`src/include/cpp_pkg.sv`:
```
// cache policy / prefetch snoop package: shared types and constants
// assumes a single 25 MHz core clock and synchronous inputs
package cpp_pkg;
	localparam int ADDR_W = 32;
	localparam int PQ_DEPTH = 8;
	localparam int LINE_SHIFT = 0;
	// control-flag encoding {cache_off, no_write_through}
	localparam logic [1:0] CTL_WRITEBACK = 2'h0;
	// memory range types
	localparam logic [2:0] MRT_UC = 3'h0;
	localparam logic [2:0] MRT_WC = 3'h1;
	localparam logic [2:0] MRT_WT = 3'h4;
	localparam logic [2:0] MRT_WP = 3'h5;
	localparam logic [2:0] MRT_WB = 3'h6;
	localparam int NUM_RANGES = 2;
	// register indices (word address = index)
	localparam logic [3:0] REG_CTRL = 4'h0;
	localparam logic [3:0] REG_PTB = 4'h1;
	localparam logic [3:0] REG_R0_BASE = 4'h2;
	localparam logic [3:0] REG_R0_MASK = 4'h3;
	localparam logic [3:0] REG_R1_BASE = 4'h4;
	localparam logic [3:0] REG_R1_MASK = 4'h5;
	localparam logic [3:0] REG_STATUS = 4'h6;
	localparam logic [3:0] REG_FLUSHES = 4'h7;
	// field positions
	localparam int CTL_CACHE_OFF_BIT = 0;
	localparam int CTL_NO_WT_BIT = 1;
	localparam int CTL_RANGE_EN_BIT = 2;
	localparam int PTB_WRITE_THROUGH_BIT = 3;
	localparam int PTB_CACHE_OFF_BIT = 4;
	localparam int RB_TYPE_LSB = 0;
	localparam int RM_VALID_BIT = 11;
	localparam int RANGE_ALIGN = 12;
	localparam logic [31:0] CTRL_RESET = 32'h0000_0003;

	typedef enum logic [2:0] {
		CPP_POL_UNCACHED = 3'h1,
		CPP_POL_WTHROUGH = 3'h2,
		CPP_POL_WBACK = 3'h4
	} cpp_policy_t;

	typedef struct packed {
		logic valid;
		logic is_store;
		logic [ADDR_W-1:0] lin_addr;
		logic page_cache_off_attr;
		logic page_write_through_attr;
		logic pde_cache_off;
		logic pde_write_through;
	} cpp_access_t;

	typedef struct packed {
		logic valid;
		cpp_policy_t l1d_policy;
		cpp_policy_t l2_policy;
		logic l1i_cacheable;
	} cpp_decision_t;
endpackage

```
`src/cpp_top.sv`:
```
// cpp_top: cache policy control and prefetch-queue store snoop
// assumes fetch/store ports synchronous to clk; register port reads one cycle late
//
// The strobed register port and the register offsets are this design's own decisions.
`timescale 1ns/10ps
`default_nettype none
module cpp_top #(
	parameter int DEPTH = cpp_pkg::PQ_DEPTH
) (
	input wire logic clk,
	input wire logic rst_n,
	input wire logic [3:0] reg_addr,
	input wire logic [31:0] reg_wdata,
	input wire logic reg_wr,
	input wire logic reg_rd,
	output logic [31:0] reg_rdata_q,
	input wire cpp_pkg::cpp_access_t acc,
	input wire logic store_valid,
	input wire logic [cpp_pkg::ADDR_W-1:0] store_lin_addr,
	input wire logic [cpp_pkg::ADDR_W-1:0] store_next_ip,
	input wire logic fetch_push,
	input wire logic [cpp_pkg::ADDR_W-1:0] fetch_lin_addr,
	input wire logic retire_pop,
	input wire logic serialize,
	input wire logic ext_cache_off,
	input wire logic ext_write_through,
	output cpp_pkg::cpp_decision_t dec_q,
	output logic pq_flush_q,
	output logic [cpp_pkg::ADDR_W-1:0] refetch_addr_q,
	output logic pq_full_q
);
	localparam int PW = $clog2(DEPTH);

	// pointer wrap relies on a power-of-two depth
	if (DEPTH < 2 || (DEPTH & (DEPTH - 1)) != 0) begin : g_depth_chk
		$error("cpp_top: DEPTH must be a power of two, at least 2");
	end

	logic [31:0] ctrl_q;
	logic [31:0] ptb_q;
	logic [31:0] rbase_q [cpp_pkg::NUM_RANGES];
	logic [31:0] rmask_q [cpp_pkg::NUM_RANGES];
	logic [31:0] flush_cnt_q;
	logic [PW-1:0] wr_ptr_q;
	logic [PW-1:0] rd_ptr_q;
	logic [PW:0] count_q;

	// register decode
	wire wr_ctrl = reg_wr && reg_addr == cpp_pkg::REG_CTRL;
	wire wr_ptb = reg_wr && reg_addr == cpp_pkg::REG_PTB;
	wire wr_rb0 = reg_wr && reg_addr == cpp_pkg::REG_R0_BASE;
	wire wr_rm0 = reg_wr && reg_addr == cpp_pkg::REG_R0_MASK;
	wire wr_rb1 = reg_wr && reg_addr == cpp_pkg::REG_R1_BASE;
	wire wr_rm1 = reg_wr && reg_addr == cpp_pkg::REG_R1_MASK;

	wire global_cache_off_flag = ctrl_q[cpp_pkg::CTL_CACHE_OFF_BIT];
	wire global_no_write_through_flag = ctrl_q[cpp_pkg::CTL_NO_WT_BIT];
	wire range_en = ctrl_q[cpp_pkg::CTL_RANGE_EN_BIT];
	wire [1:0] page_bits = {ptb_q[cpp_pkg::PTB_CACHE_OFF_BIT],
		ptb_q[cpp_pkg::PTB_WRITE_THROUGH_BIT]};

	// memory range match; lower index wins when two overlap
	logic [cpp_pkg::NUM_RANGES-1:0] rhit;
	genvar gr;
	generate
		for (gr = 0; gr < cpp_pkg::NUM_RANGES; gr++) begin : g_rng
			assign rhit[gr] = rmask_q[gr][cpp_pkg::RM_VALID_BIT]
				&& ((acc.lin_addr[31:cpp_pkg::RANGE_ALIGN]
				& rmask_q[gr][31:cpp_pkg::RANGE_ALIGN])
				== (rbase_q[gr][31:cpp_pkg::RANGE_ALIGN]
				& rmask_q[gr][31:cpp_pkg::RANGE_ALIGN]));
		end
	endgenerate
	wire range_hit = |rhit;
	wire [2:0] range_type = rhit[0] ? rbase_q[0][2:0] : rbase_q[1][2:0];

	// one decision drives L1D, L2 and L1I
	cpp_policy u_policy (
		.clk(clk),
		.rst_n(rst_n),
		.global_cache_off_flag(global_cache_off_flag),
		.global_no_write_through_flag(global_no_write_through_flag),
		.range_en(range_en),
		.range_hit(range_hit),
		.range_type(range_type),
		.ext_cache_off(ext_cache_off),
		.ext_write_through(ext_write_through),
		.page_bits(page_bits),
		.acc(acc),
		.dec_q(dec_q)
	);

	// prefetch queue slots
	logic [DEPTH-1:0] slot_valid;
	logic [DEPTH-1:0] slot_hit;
	logic [DEPTH-1:0] slot_load;
	logic [DEPTH-1:0] slot_clear;
	wire do_push = fetch_push && !count_q[PW];
	wire do_pop = retire_pop && count_q != '0;
	wire snoop_hit = store_valid && |slot_hit;
	wire flush_now = snoop_hit || serialize;

	genvar gs;
	generate
		for (gs = 0; gs < DEPTH; gs++) begin : g_pq
			assign slot_load[gs] = do_push && wr_ptr_q == PW'(gs);
			assign slot_clear[gs] = flush_now || (do_pop && rd_ptr_q == PW'(gs));
			cpp_pq_entry #(.AW(cpp_pkg::ADDR_W)) u_ent (
				.clk(clk),
				.rst_n(rst_n),
				.load(slot_load[gs]),
				.clear(slot_clear[gs]),
				.load_addr(fetch_lin_addr),
				.cmp_addr(store_lin_addr),
				.valid_q(slot_valid[gs]),
				.hit(slot_hit[gs])
			);
		end
	endgenerate

	always_ff @(posedge clk or negedge rst_n) begin
		if (!rst_n) begin
			wr_ptr_q <= '0;
			rd_ptr_q <= '0;
			count_q <= '0;
		end else if (flush_now) begin
			wr_ptr_q <= '0;
			rd_ptr_q <= '0;
			count_q <= '0;
		end else begin
			wr_ptr_q <= wr_ptr_q + PW'(do_push);
			rd_ptr_q <= rd_ptr_q + PW'(do_pop);
			count_q <= count_q + (PW+1)'(do_push) - (PW+1)'(do_pop);
		end
	end

	always_ff @(posedge clk or negedge rst_n) begin
		if (!rst_n) begin
			pq_flush_q <= 1'b0;
			refetch_addr_q <= '0;
			pq_full_q <= 1'b0;
			flush_cnt_q <= '0;
		end else begin
			pq_flush_q <= flush_now;
			if (flush_now)
				refetch_addr_q <= store_next_ip;
			if (flush_now)
				flush_cnt_q <= flush_cnt_q + 32'h0000_0001;
			pq_full_q <= !flush_now && (count_q + (PW+1)'(do_push) - (PW+1)'(do_pop))
				== (PW+1)'(DEPTH);
		end
	end

	// register writes
	always_ff @(posedge clk or negedge rst_n) begin
		if (!rst_n) begin
			ctrl_q <= cpp_pkg::CTRL_RESET;
			ptb_q <= '0;
			rbase_q[0] <= '0;
			rbase_q[1] <= '0;
			rmask_q[0] <= '0;
			rmask_q[1] <= '0;
		end else begin
			if (wr_ctrl)
				ctrl_q <= {29'h0, reg_wdata[2:0]};
			if (wr_ptb)
				ptb_q <= reg_wdata;
			if (wr_rb0)
				rbase_q[0] <= reg_wdata;
			if (wr_rm0)
				rmask_q[0] <= reg_wdata;
			if (wr_rb1)
				rbase_q[1] <= reg_wdata;
			if (wr_rm1)
				rmask_q[1] <= reg_wdata;
		end
	end

	// read mux; unmapped reads zero
	logic [31:0] rd_mux;
	wire [31:0] status_w = {{(31-PW-8){1'b0}}, count_q, slot_valid[0],
		1'b0, dec_q.l1i_cacheable, dec_q.l2_policy, dec_q.l1d_policy[1:0]};
	always_comb begin
		case (reg_addr)
			cpp_pkg::REG_CTRL: rd_mux = ctrl_q;
			cpp_pkg::REG_PTB: rd_mux = ptb_q;
			cpp_pkg::REG_R0_BASE: rd_mux = rbase_q[0];
			cpp_pkg::REG_R0_MASK: rd_mux = rmask_q[0];
			cpp_pkg::REG_R1_BASE: rd_mux = rbase_q[1];
			cpp_pkg::REG_R1_MASK: rd_mux = rmask_q[1];
			cpp_pkg::REG_STATUS: rd_mux = status_w;
			cpp_pkg::REG_FLUSHES: rd_mux = flush_cnt_q;
			default: rd_mux = 32'h0000_0000;
		endcase
	end

	always_ff @(posedge clk or negedge rst_n) begin
		if (!rst_n)
			reg_rdata_q <= '0;
		else
			reg_rdata_q <= reg_rd ? rd_mux : 32'h0000_0000;
	end
endmodule // cpp_top
`default_nettype wire

```
`src/cpp_pq_entry.sv`:
```
// cpp_pq_entry: one prefetch-queue slot holding a linear address
// assumes clear and load never matter in the same slot beyond clear priority
`timescale 1ns/10ps
`default_nettype none
module cpp_pq_entry #(
	parameter int AW = 32
) (
	input wire logic clk,
	input wire logic rst_n,
	input wire logic load,
	input wire logic clear,
	input wire logic [AW-1:0] load_addr,
	input wire logic [AW-1:0] cmp_addr,
	output logic valid_q,
	output logic hit
);
	logic [AW-1:0] addr_q;

	assign hit = valid_q && (addr_q == cmp_addr);

	always_ff @(posedge clk or negedge rst_n) begin
		if (!rst_n) begin
			valid_q <= 1'b0;
			addr_q <= '0;
		end else if (clear) begin
			valid_q <= 1'b0;
		end else if (load) begin
			valid_q <= 1'b1;
			addr_q <= load_addr;
		end
	end
endmodule // cpp_pq_entry
`default_nettype wire

```
`src/cpp_policy.sv`:
```
// cpp_policy: combines global flags, range types, page bits, external force
// assumes all inputs steady and synchronous; result registered one cycle later
`timescale 1ns/10ps
`default_nettype none
module cpp_policy (
	input wire logic clk,
	input wire logic rst_n,
	input wire logic global_cache_off_flag,
	input wire logic global_no_write_through_flag,
	input wire logic range_en,
	input wire logic range_hit,
	input wire logic [2:0] range_type,
	input wire logic ext_cache_off,
	input wire logic ext_write_through,
	input wire logic [1:0] page_bits,
	input wire cpp_pkg::cpp_access_t acc,
	output cpp_pkg::cpp_decision_t dec_q
);
	logic use_range;
	logic base_off;
	logic base_wt;
	logic eff_off;
	logic eff_wt;
	cpp_pkg::cpp_policy_t pol;

	assign use_range = range_en && range_hit;
	assign base_off = use_range ? (range_type == cpp_pkg::MRT_UC || range_type == cpp_pkg::MRT_WC)
		: global_cache_off_flag;
	assign base_wt = use_range ? (range_type == cpp_pkg::MRT_WT || range_type == cpp_pkg::MRT_WP)
		: ({global_cache_off_flag, global_no_write_through_flag} != cpp_pkg::CTL_WRITEBACK);
	// page bits from base reg, directory, table
	assign eff_off = base_off || page_bits[1] || acc.pde_cache_off || acc.page_cache_off_attr
		|| ext_cache_off;
	assign eff_wt = base_wt || page_bits[0] || acc.pde_write_through
		|| acc.page_write_through_attr || ext_write_through;
	assign pol = eff_off ? cpp_pkg::CPP_POL_UNCACHED
		: (eff_wt ? cpp_pkg::CPP_POL_WTHROUGH : cpp_pkg::CPP_POL_WBACK);

	always_ff @(posedge clk or negedge rst_n) begin
		if (!rst_n) begin
			dec_q <= '{valid: 1'b0, l1d_policy: cpp_pkg::CPP_POL_UNCACHED,
				l2_policy: cpp_pkg::CPP_POL_UNCACHED, l1i_cacheable: 1'b0};
		end else begin
			dec_q <= '{valid: acc.valid, l1d_policy: pol, l2_policy: pol,
				l1i_cacheable: !eff_off};
		end
	end
endmodule // cpp_policy
`default_nettype wire

```
`config.mk`:
```
export PLATFORM = sky130hd
export DESIGN_NAME = cpp_top
export DESIGN_NICKNAME = d
export VERILOG_FILES = /design/src/include/cpp_pkg.sv /design/src/cpp_top.sv /design/src/cpp_pq_entry.sv /design/src/cpp_policy.sv
export SDC_FILE = /design/constraint.sdc
export NUM_CORES = 1
export LEC_CHECK = 0
export ABC_AREA = 1
export ABC_CLOCK_PERIOD_IN_PS = 4430
export BUFFER_PORTS_ARGS = -buffer_cell sky130_fd_sc_hd__buf_4
export CAP_MARGIN = 20
export CORE_MARGIN = 1
export CORE_UTILIZATION = 40
export DETAILED_ROUTE_END_ITERATION = 8
export GPL_ROUTABILITY_DRIVEN = 0
export GPL_TIMING_DRIVEN = 0
export PLACE_DENSITY = 0.59
export SLEW_MARGIN = 20
export SYNTH_ARGS = -nofsm -noshare
export SYNTH_HDL_FRONTEND = slang
export SYNTH_SLANG_ARGS = --single-unit
export TNS_END_PERCENT = 50
```
`constraint.sdc`:
```
create_clock -name clk -period 4.43 [get_ports clk]
set_input_delay 0.443 -clock clk [delete_from_list [all_inputs] [get_ports clk]]
set_output_delay 0.443 -clock clk [all_outputs]
set_load 0.005 [all_outputs]
```
==> flow_summary.toml, run 1 <==
[status]
status = "finished, final reports clean"

[timing]
rsz0062_at_grt = "false"
maxSlewViolCount = 0
tightest_slew_ns = 1.046
fin_crit_ns = 2.776
fin_skew_ns = 0.04282
finalHoldViolations = 0
fmax_mhz = 360.2
fin_crit_sh_pct = 62.66
slew_headroom_pct = 30.27
finalSetupTns_ns = 0
setup_violations = 0

[synthesis]
netlist-cell-type-count = 45
async_reset_ff_share_pct = 100.0
synth_top_area_share_pct = 51.20
ys_seq_area_share_pct = 51.50
synth-main-ff-cell = "dfrtp_1"
yosysTopAreaCell = "dfrtp_1"
synth_area_leaders = "dfrtp_1, nand2_1, o21ai_0"
syn_nets = 3396
synth_warnings = 0
synth_edf_count = 0
ys_seq_elements = 540
syn_area_um2 = 26250
synth_cells = 3205
synth.avg_cell_area_um2 = 8.190

[die]
fp-row-count = 93
die_x_um = 258.2
die_area_um2 = 66650
pin_count = 254
core_um2 = 64700
die_y_um = 258.2
start_util_pct = 40.57

[cts]
cts_made_buffers = 61
tritoncts = "done"
root_buffer = "clkbuf_16"
htreeDepth = 2
clkLatencyLatePin_ns = 0.67
clk_pin_slew_ns = 0.06
cts_setup_buffers = 0
numClockSinks = 540
clockBufferDepth = 3

[worst_setup_path]
critPathLaunchType = "input port"
max_stage_delay_ns = 0.70
critPathSlowestCell = "clkbuf_1"
crit_type = "input port to flop"
critPathMaxFanout = 10
required_ns = 4.97
crit_arrival_ns = 3.31
path_cells = "buf_4, nor2_1, nand2_1, inv_1, clkbuf_1, clkbuf_1, nand2_1, a31oi_1"
crit_path_end_kind = "flop"
path_delay_family = "buffers and inverters"
crit_buf_inv = 4

[detailed_routing]
drt-wirelength-per-cell_um = 19.95
postRouteAntennaNets = 0
vias = 22810
finalWirelength_mm = 88.36
drt-initial-drc-count = 2070
wl_met2_mm = 41.94
dr.max_layer_used = "met4"
dr_wl_met3_mm = 5.215
viasPerCell = 5.149
dr.pass1.iters = 7
wl_met1_mm = 37.05
drc = 0

[global_route]
grt_max_degree = 95
grt.overflow.total = 0
grt_pass1_wl_mm = 135.4
grt_usage_pct = 26.62
first_global_vias = 22390
antenna_found_initial = 0

[pwr]
vdd_drop_max_v = 0.0003249
power_density_nw_per_um2 = 462.3
leakagePower_uw = 0.01525

[finish]
area_growth_pct = 20.10
stdcell_area_um2 = 31520
fill_cells = 6437
final_util_pct = 48.72
seq_area_um2 = 13520
nets = 3719
antenna_cells = 0
multi_input_area_um2 = 10510
layout-drive-gt1-share_pct = 12.81

[worst_hold_path]
min_path_type = "input port to flop"

[placement]
port_buffers = 221
placed_area_um2 = 29180
hpwl_mm = 63.17

[job]
maxCapViolations = 0
## power by group
group          switching [uW]  internal, uW
combinational            1630          1190
clock                    2180          2980
sequential                717          5880
## tightest hold or removal path: cells and delay by family
kind / cells / cell delay [ns]
buf+inv: 2 / 0.13
compound gates: 1 / 0.15
## cell usage in the layout (no fill, tap or decap), types with 28 or more instances in the layout
| master | instances |
|---|---|
| a21oi_1 | 34 |
| a221oi_1 | 28 |
| buf_4 | 246 |
| buf_6 | 49 |
| clkbuf_1 | 71 |
| clkbuf_16 | 61 |
| dfrtp_1 | 537 |
| dlygate4sd3_1 | 32 |
| inv_1 | 293 |
| nand2_1 | 1042 |
| nand3_1 | 83 |
| nand4_1 | 41 |
| nor2_1 | 196 |
| o21ai_0 | 316 |
| o21ai_1 | 211 |
| xnor2_1 | 64 |
| xor2_1 | 62 |
## final cells by class
cell class,count,area share [%]
sequential,540,42.88
buffer,154,3.390
timing repair buffer,260,6.914
inverter,307,3.656
multi-input combinational,2204,33.34
tap,855,3.394
clock buffer,86,5.553
clock inverter,23,0.8732
## synthesized netlist by cell type (20+ instances only)
| cell type | instances |
|---|---|
| o21ai_0 | 316 |
| a21oi_1 | 34 |
| o22ai_1 | 24 |
| buf_4 | 26 |
| xor2_1 | 62 |
| nor2_1 | 196 |
| o21ai_1 | 211 |
| xnor2_1 | 64 |
| dfrtp_1 | 537 |
| a221oi_1 | 28 |
| buf_2 | 20 |
| nand3_1 | 83 |
| nand4_1 | 41 |
| buf_6 | 49 |
| inv_1 | 293 |
| nand2_1 | 1042 |
| clkbuf_1 | 59 |
## through the flow
| step | power, uW | hold WS [ns] | setup WS, ns | instances |
|---|---|---|---|---|
| floorplan | 8379 | 0.1474 | 2.082 | 3205 |
| CTS | 14660 | 0.03165 | 1.704 | 4429 |
| global route | 15390 | 0.06140 | 1.495 | 4429 |
| finish | 14570 | 0.09638 | 1.654 | 4429 |
| global placement | 9353 | 0.4562 | -3.288 | 4281 |
| detailed placement | 9449 | 0.3896 | 1.069 | 4288 |
## state kept, by name, indices dropped and copies added (netlist names)
register	count
pq_flush_q	1
rmask_q	64
wr_ptr_q	3
g_pq.u_ent.addr_q	256
ctrl_q	3
pq_full_q	1
ptb_q	32
g_pq.u_ent.valid_q	8
flush_cnt_q	32
rd_ptr_q	3
refetch_addr_q	32
reg_rdata_q	32
count_q	4
u_policy.dec_q	5
rbase_q	64
## worst paths after layout
| check | start | depth (start not counted) | slack (ns) | to |
|---|---|---|---|---|
| worst min-delay path | reg_wdata[19] | 3 | 0.1 | rbase_q[19]$_DFFE_PN0P_ |
| worst max-delay path | reg_addr[3] | 8 | 1.65 | reg_rdata_q[0]$_DFF_PN0_ |
| worst min register to register | refetch_addr_q[15]$_DFFE_PN0N_ | 2 | 0.47 | refetch_addr_q[15]$_DFFE_PN0N_ |
| worst max register to register | g_pq[0].u_ent.addr_q[18]$_DFFE_PN0P_ | 12 | 1.67 | g_pq[5].u_ent.addr_q[22]$_DFFE_PN0P_ |
| max in group asynchronous | rst_n | 6 | 2.35 | refetch_addr_q[24]$_DFFE_PN0N_ |
| min in group asynchronous | rst_n | 2 | 0.31 | g_pq[5].u_ent.addr_q[11]$_DFFE_PN0P_ |
## metal layers
metal  GRT usage [%]  vias up
met2           43.96      733
met1           34.69    10920
met4           11.82        0
li1                -    10960
met5               0        -
met3           3.897      193
## kinds of logic after synthesis
kind of cell / synth area share, %
and+or+nand+nor: 21.61
AOI/OAI and AO/OA: 13.67
adders and majority gates: 0.5530
buffers and inverters: 8.461
xor gates and xnor gates: 4.204
DFF: 51.50
## what timing repair did
action / CTS / global route
resized for setup: 0 / 0
endpoints found under the hold margin: 79 / 0
hold buffers: 32 / 0
(Power assumes the default switching activity.)
==> run 2, diff against run 1 <==
--- a/config.mk
+++ b/config.mk
@@ -5,8 +5,8 @@
 export SDC_FILE = /design/constraint.sdc
 export NUM_CORES = 1
 export LEC_CHECK = 0
-export ABC_AREA = 1
-export ABC_CLOCK_PERIOD_IN_PS = 4430
+export ABC_AREA = 0
+export ABC_CLOCK_PERIOD_IN_PS = 2300
 export BUFFER_PORTS_ARGS = -buffer_cell sky130_fd_sc_hd__buf_4
 export CAP_MARGIN = 20
 export CORE_MARGIN = 1
@@ -14,7 +14,7 @@
 export DETAILED_ROUTE_END_ITERATION = 8
 export GPL_ROUTABILITY_DRIVEN = 0
 export GPL_TIMING_DRIVEN = 0
-export PLACE_DENSITY = 0.59
+export PLACE_DENSITY = 0.61
 export SLEW_MARGIN = 20
 export SYNTH_ARGS = -nofsm -noshare
 export SYNTH_HDL_FRONTEND = slang
==> constraint.sdc (replaced) <==
create_clock -name clk -period 2.3 [get_ports clk]
set_input_delay 0.23 -clock clk [delete_from_list [all_inputs] [get_ports clk]]
set_output_delay 0.23 -clock clk [all_outputs]
set_load 0.005 [all_outputs]
==> run 2 against run 1 <==
The flow now finishes with violations (setup timing). Critical path depth rose by 3. Synthesized cell count is 36% lower. Clock skew grew 0.011 ns. Critical path type is now flop to flop. Largest cell class unchanged.
==> flow_summary.toml, run 2 <==
[synthesis]
syn_nets = 2234
netlist-cell-type-count = 58
synth_area_leaders = "dfrtp_1, mux2_2, xor2_1"
syn_area_um2 = 26030
synth_edf_count = 0
ys_seq_area_share_pct = 51.92
synth_common_cells = "dfrtp_1, mux2_2, xor2_1"
async_reset_ff_share_pct = 100.0
synth.avg_cell_area_um2 = 12.74
ys_seq_elements = 540
yosysMostFrequentCell = "dfrtp_1"
synth-main-ff-cell = "dfrtp_1"
synth_top_area_share_pct = 51.61
synth_warnings = 0
synth_cells = 2043
yosysTopAreaCell = "dfrtp_1"

[detailed_routing]
drt-initial-drc-count = 1499
viasPerCell = 5.658
dr.pass1.iters = 6
vias = 19090
postRouteAntennaNets = 0
drt-wirelength-per-cell_um = 25.49
drc = 0
finalWirelength_mm = 86.02

[timing]
fin_crit_sh_pct = 129.7
finalSetupTns_ns = -198.59
fmax_mhz = 335.3
fin_skew_ns = 0.05378
tightest_slew_ns = 1.104
setup_violations = 364
fin_crit_ns = 2.982
holdWs_ns = 0.02921
slew_headroom_pct = 25.85
maxSlewViolCount = 0
finalHoldViolations = 0
setup_ws_ns = -0.6821
rsz0062_at_grt = "true"

[global_route]
grt_max_degree = 101
grtUsageMet2_pct = 43.71
gr-usage-met1_pct = 31.93
grt.overflow.total = 0
met3_usage_pct = 3.783
grt.busiest_layer = "met2"
grt_usage_pct = 25.67
first_global_vias = 20050
grt_pass1_wl_mm = 127.4
antenna_found_initial = 1

[pwr]
vdd_drop_max_v = 0.0006541
power_density_nw_per_um2 = 876.0
leakagePower_uw = 0.01580

[worst_setup_path]
max_stage_delay_ns = 0.57
crit_path_end_kind = "flop"
critPathSlowestCell = "or4_4"
crit_type = "flop to flop"
critPathLaunchType = "flop"
critPathMaxFanout = 8
crit_arrival_ns = 3.48
path_cells = "xor2_1, nor2_1, nand4b_1, nor4_2, or4_4, o21ai_4, buf_8, buf_12, nand2_8, clkbuf_16, mux2_4"
crit_buf_inv = 3
required_ns = 2.80
path_delay_family = "simple AND/OR/NAND/NOR gates"

[die]
core_um2 = 64350
start_util_pct = 40.46
pin_count = 254
die_x_um = 257.1
fp-row-count = 93
die_y_um = 257.1
die_area_um2 = 66110

[finish]
largest_reg_flops = 256
top_regs = "g_pq.u_ent.addr_q (256), rbase_q (64), rmask_q (64)"
final_common_cell = "dfrtp_1"
final_cell_mix = "dfrtp_1, mux2_2, buf_4, xor2_1, mux2_4"
antenna_cells = 0
nets = 2660
top_register = "g_pq.u_ent.addr_q"
fill_cells = 5340
layout-drive-gt1-share_pct = 40.97
area_growth_pct = 33.16
final_util_pct = 53.88

[status]
violations = "setup timing"
status = "complete, but fails checks"

[cts]
clkLatencyLatePin_ns = 0.66
tritoncts = "done"
root_buffer = "clkbuf_16"
htreeDepth = 2
clk_pin_slew_ns = 0.06
numClockSinks = 540
cts_made_buffers = 59
clockBufferDepth = 3

[placement]
hpwl_mm = 60.71
port_buffers = 207

[job]
maxCapViolations = 0

[worst_hold_path]
min_path_type = "input port to flop"
run 2: cell count changes after synthesis, sizes merged, moves of 37 or more:
| cell | previous run | this run |
|---|---|---|
| a22oi | 0 | 104 |
| inv | 305 | 19 |
| mux2 | 0 | 457 |
| nand2 | 1045 | 70 |
| nand3 | 83 | 30 |
| nor2 | 198 | 32 |
| nor4 | 7 | 85 |
| o21ai | 527 | 9 |
| xnor2 | 64 | 101 |
| xor2 | 62 | 228 |
run 2: cells by family (layout without fill, tap and decap cells):
kind of cell,count (synthesis),count (layout),share of synthesized area (%)
DFF,540,540,51.92
muxes,459,459,20.26
and+or+nand+nor,376,376,8.165
xor gates and xnor gates,329,329,11.07
AOI/OAI and AO/OA,200,200,5.455
buffers and inverters,128,604,2.576
adders and majority gates,11,11,0.5575
run 2: per-layer routing:
layer	up-vias	routed length, um
met5	-	13
met4	2	4245
met3	254	5071
met2	783	42410
met1	9832	34280
li1	8218	-
run 2: what timing repair did:
item / 4_1_cts / 5_1_grt
cloned: 9 / 9
resized for setup: 250 / 67
hold buffers: 104 / 0
endpoints found under the hold margin: 597 / 0
pin swaps: 31 / 5
setup buffers: 28 / 5
setup endpoints to repair: 364 / 364
run 2: worst reg2reg max path, stage by stage, from the launching register on:
cell and delay [ns]:
dfrtp_1 0.40, xor2_1 0.35, nor2_1 0.09, nand4b_1 0.14
nor4_2 0.07, or4_4 0.57, o21ai_4 0.26, buf_8 0.16
buf_12 0.13, nand2_8 0.13, clkbuf_16 0.24, mux2_4 0.29
run 2: through the flow:
stage	power [uW]	area [um2]	std cells	setup WS, ns
2_1_floorplan	16610	26360	2043	-0.08716
3_3_place_gp	18890	28990	3105	-4.771
3_5_place_dp	19200	29160	3111	-1.398
4_1_cts	30300	34190	3363	-0.5455
5_1_grt	31610	34670	3374	-0.7665
6_report	30370	34670	3374	-0.6821
run 2: worst paths after layout:
check	depth (start not counted)	to	slack [ns]	startpoint
worst min register to register	1	flush_cnt_q[19]$_DFFE_PN0N_	0.50	flush_cnt_q[19]$_DFFE_PN0N_
worst max-delay path	11	g_pq[5].u_ent.addr_q[2]$_DFFE_PN0P_	-0.68	g_pq[6].u_ent.addr_q[13]$_DFFE_PN0P_
min in group asynchronous	2	reg_rdata_q[28]$_DFF_PN0_	0.10	rst_n
max in group asynchronous	5	g_pq[7].u_ent.addr_q[27]$_DFFE_PN0P_	0.41	rst_n
worst min-delay path	3	ctrl_q[0]$_DFFE_PN1P_	0.03	reg_wr
worst max register to register	11	g_pq[5].u_ent.addr_q[2]$_DFFE_PN0P_	-0.68	g_pq[6].u_ent.addr_q[13]$_DFFE_PN0P_
run 2: cell type report:
cell class	count	area [um2]	share of cell area [%]
Timing Repair Buffer	366	3543	10.22
Buffer	108	1013	2.923
Sequential cell	540	13520	38.99
Clock inverter	29	439.2	1.267
Clock buffer	82	1683	4.854
Multi-Input combinational cell	1375	13330	38.45
Tap cell	855	1070	3.086
Inverter	19	71.32	0.2057
run 2: power by group:
group,internal [uW],switching (uW),leakage (uW)
combinational,3490,3510,0.00779
clock,6150,4120,0.00104
sequential,11400,1640,0.00696
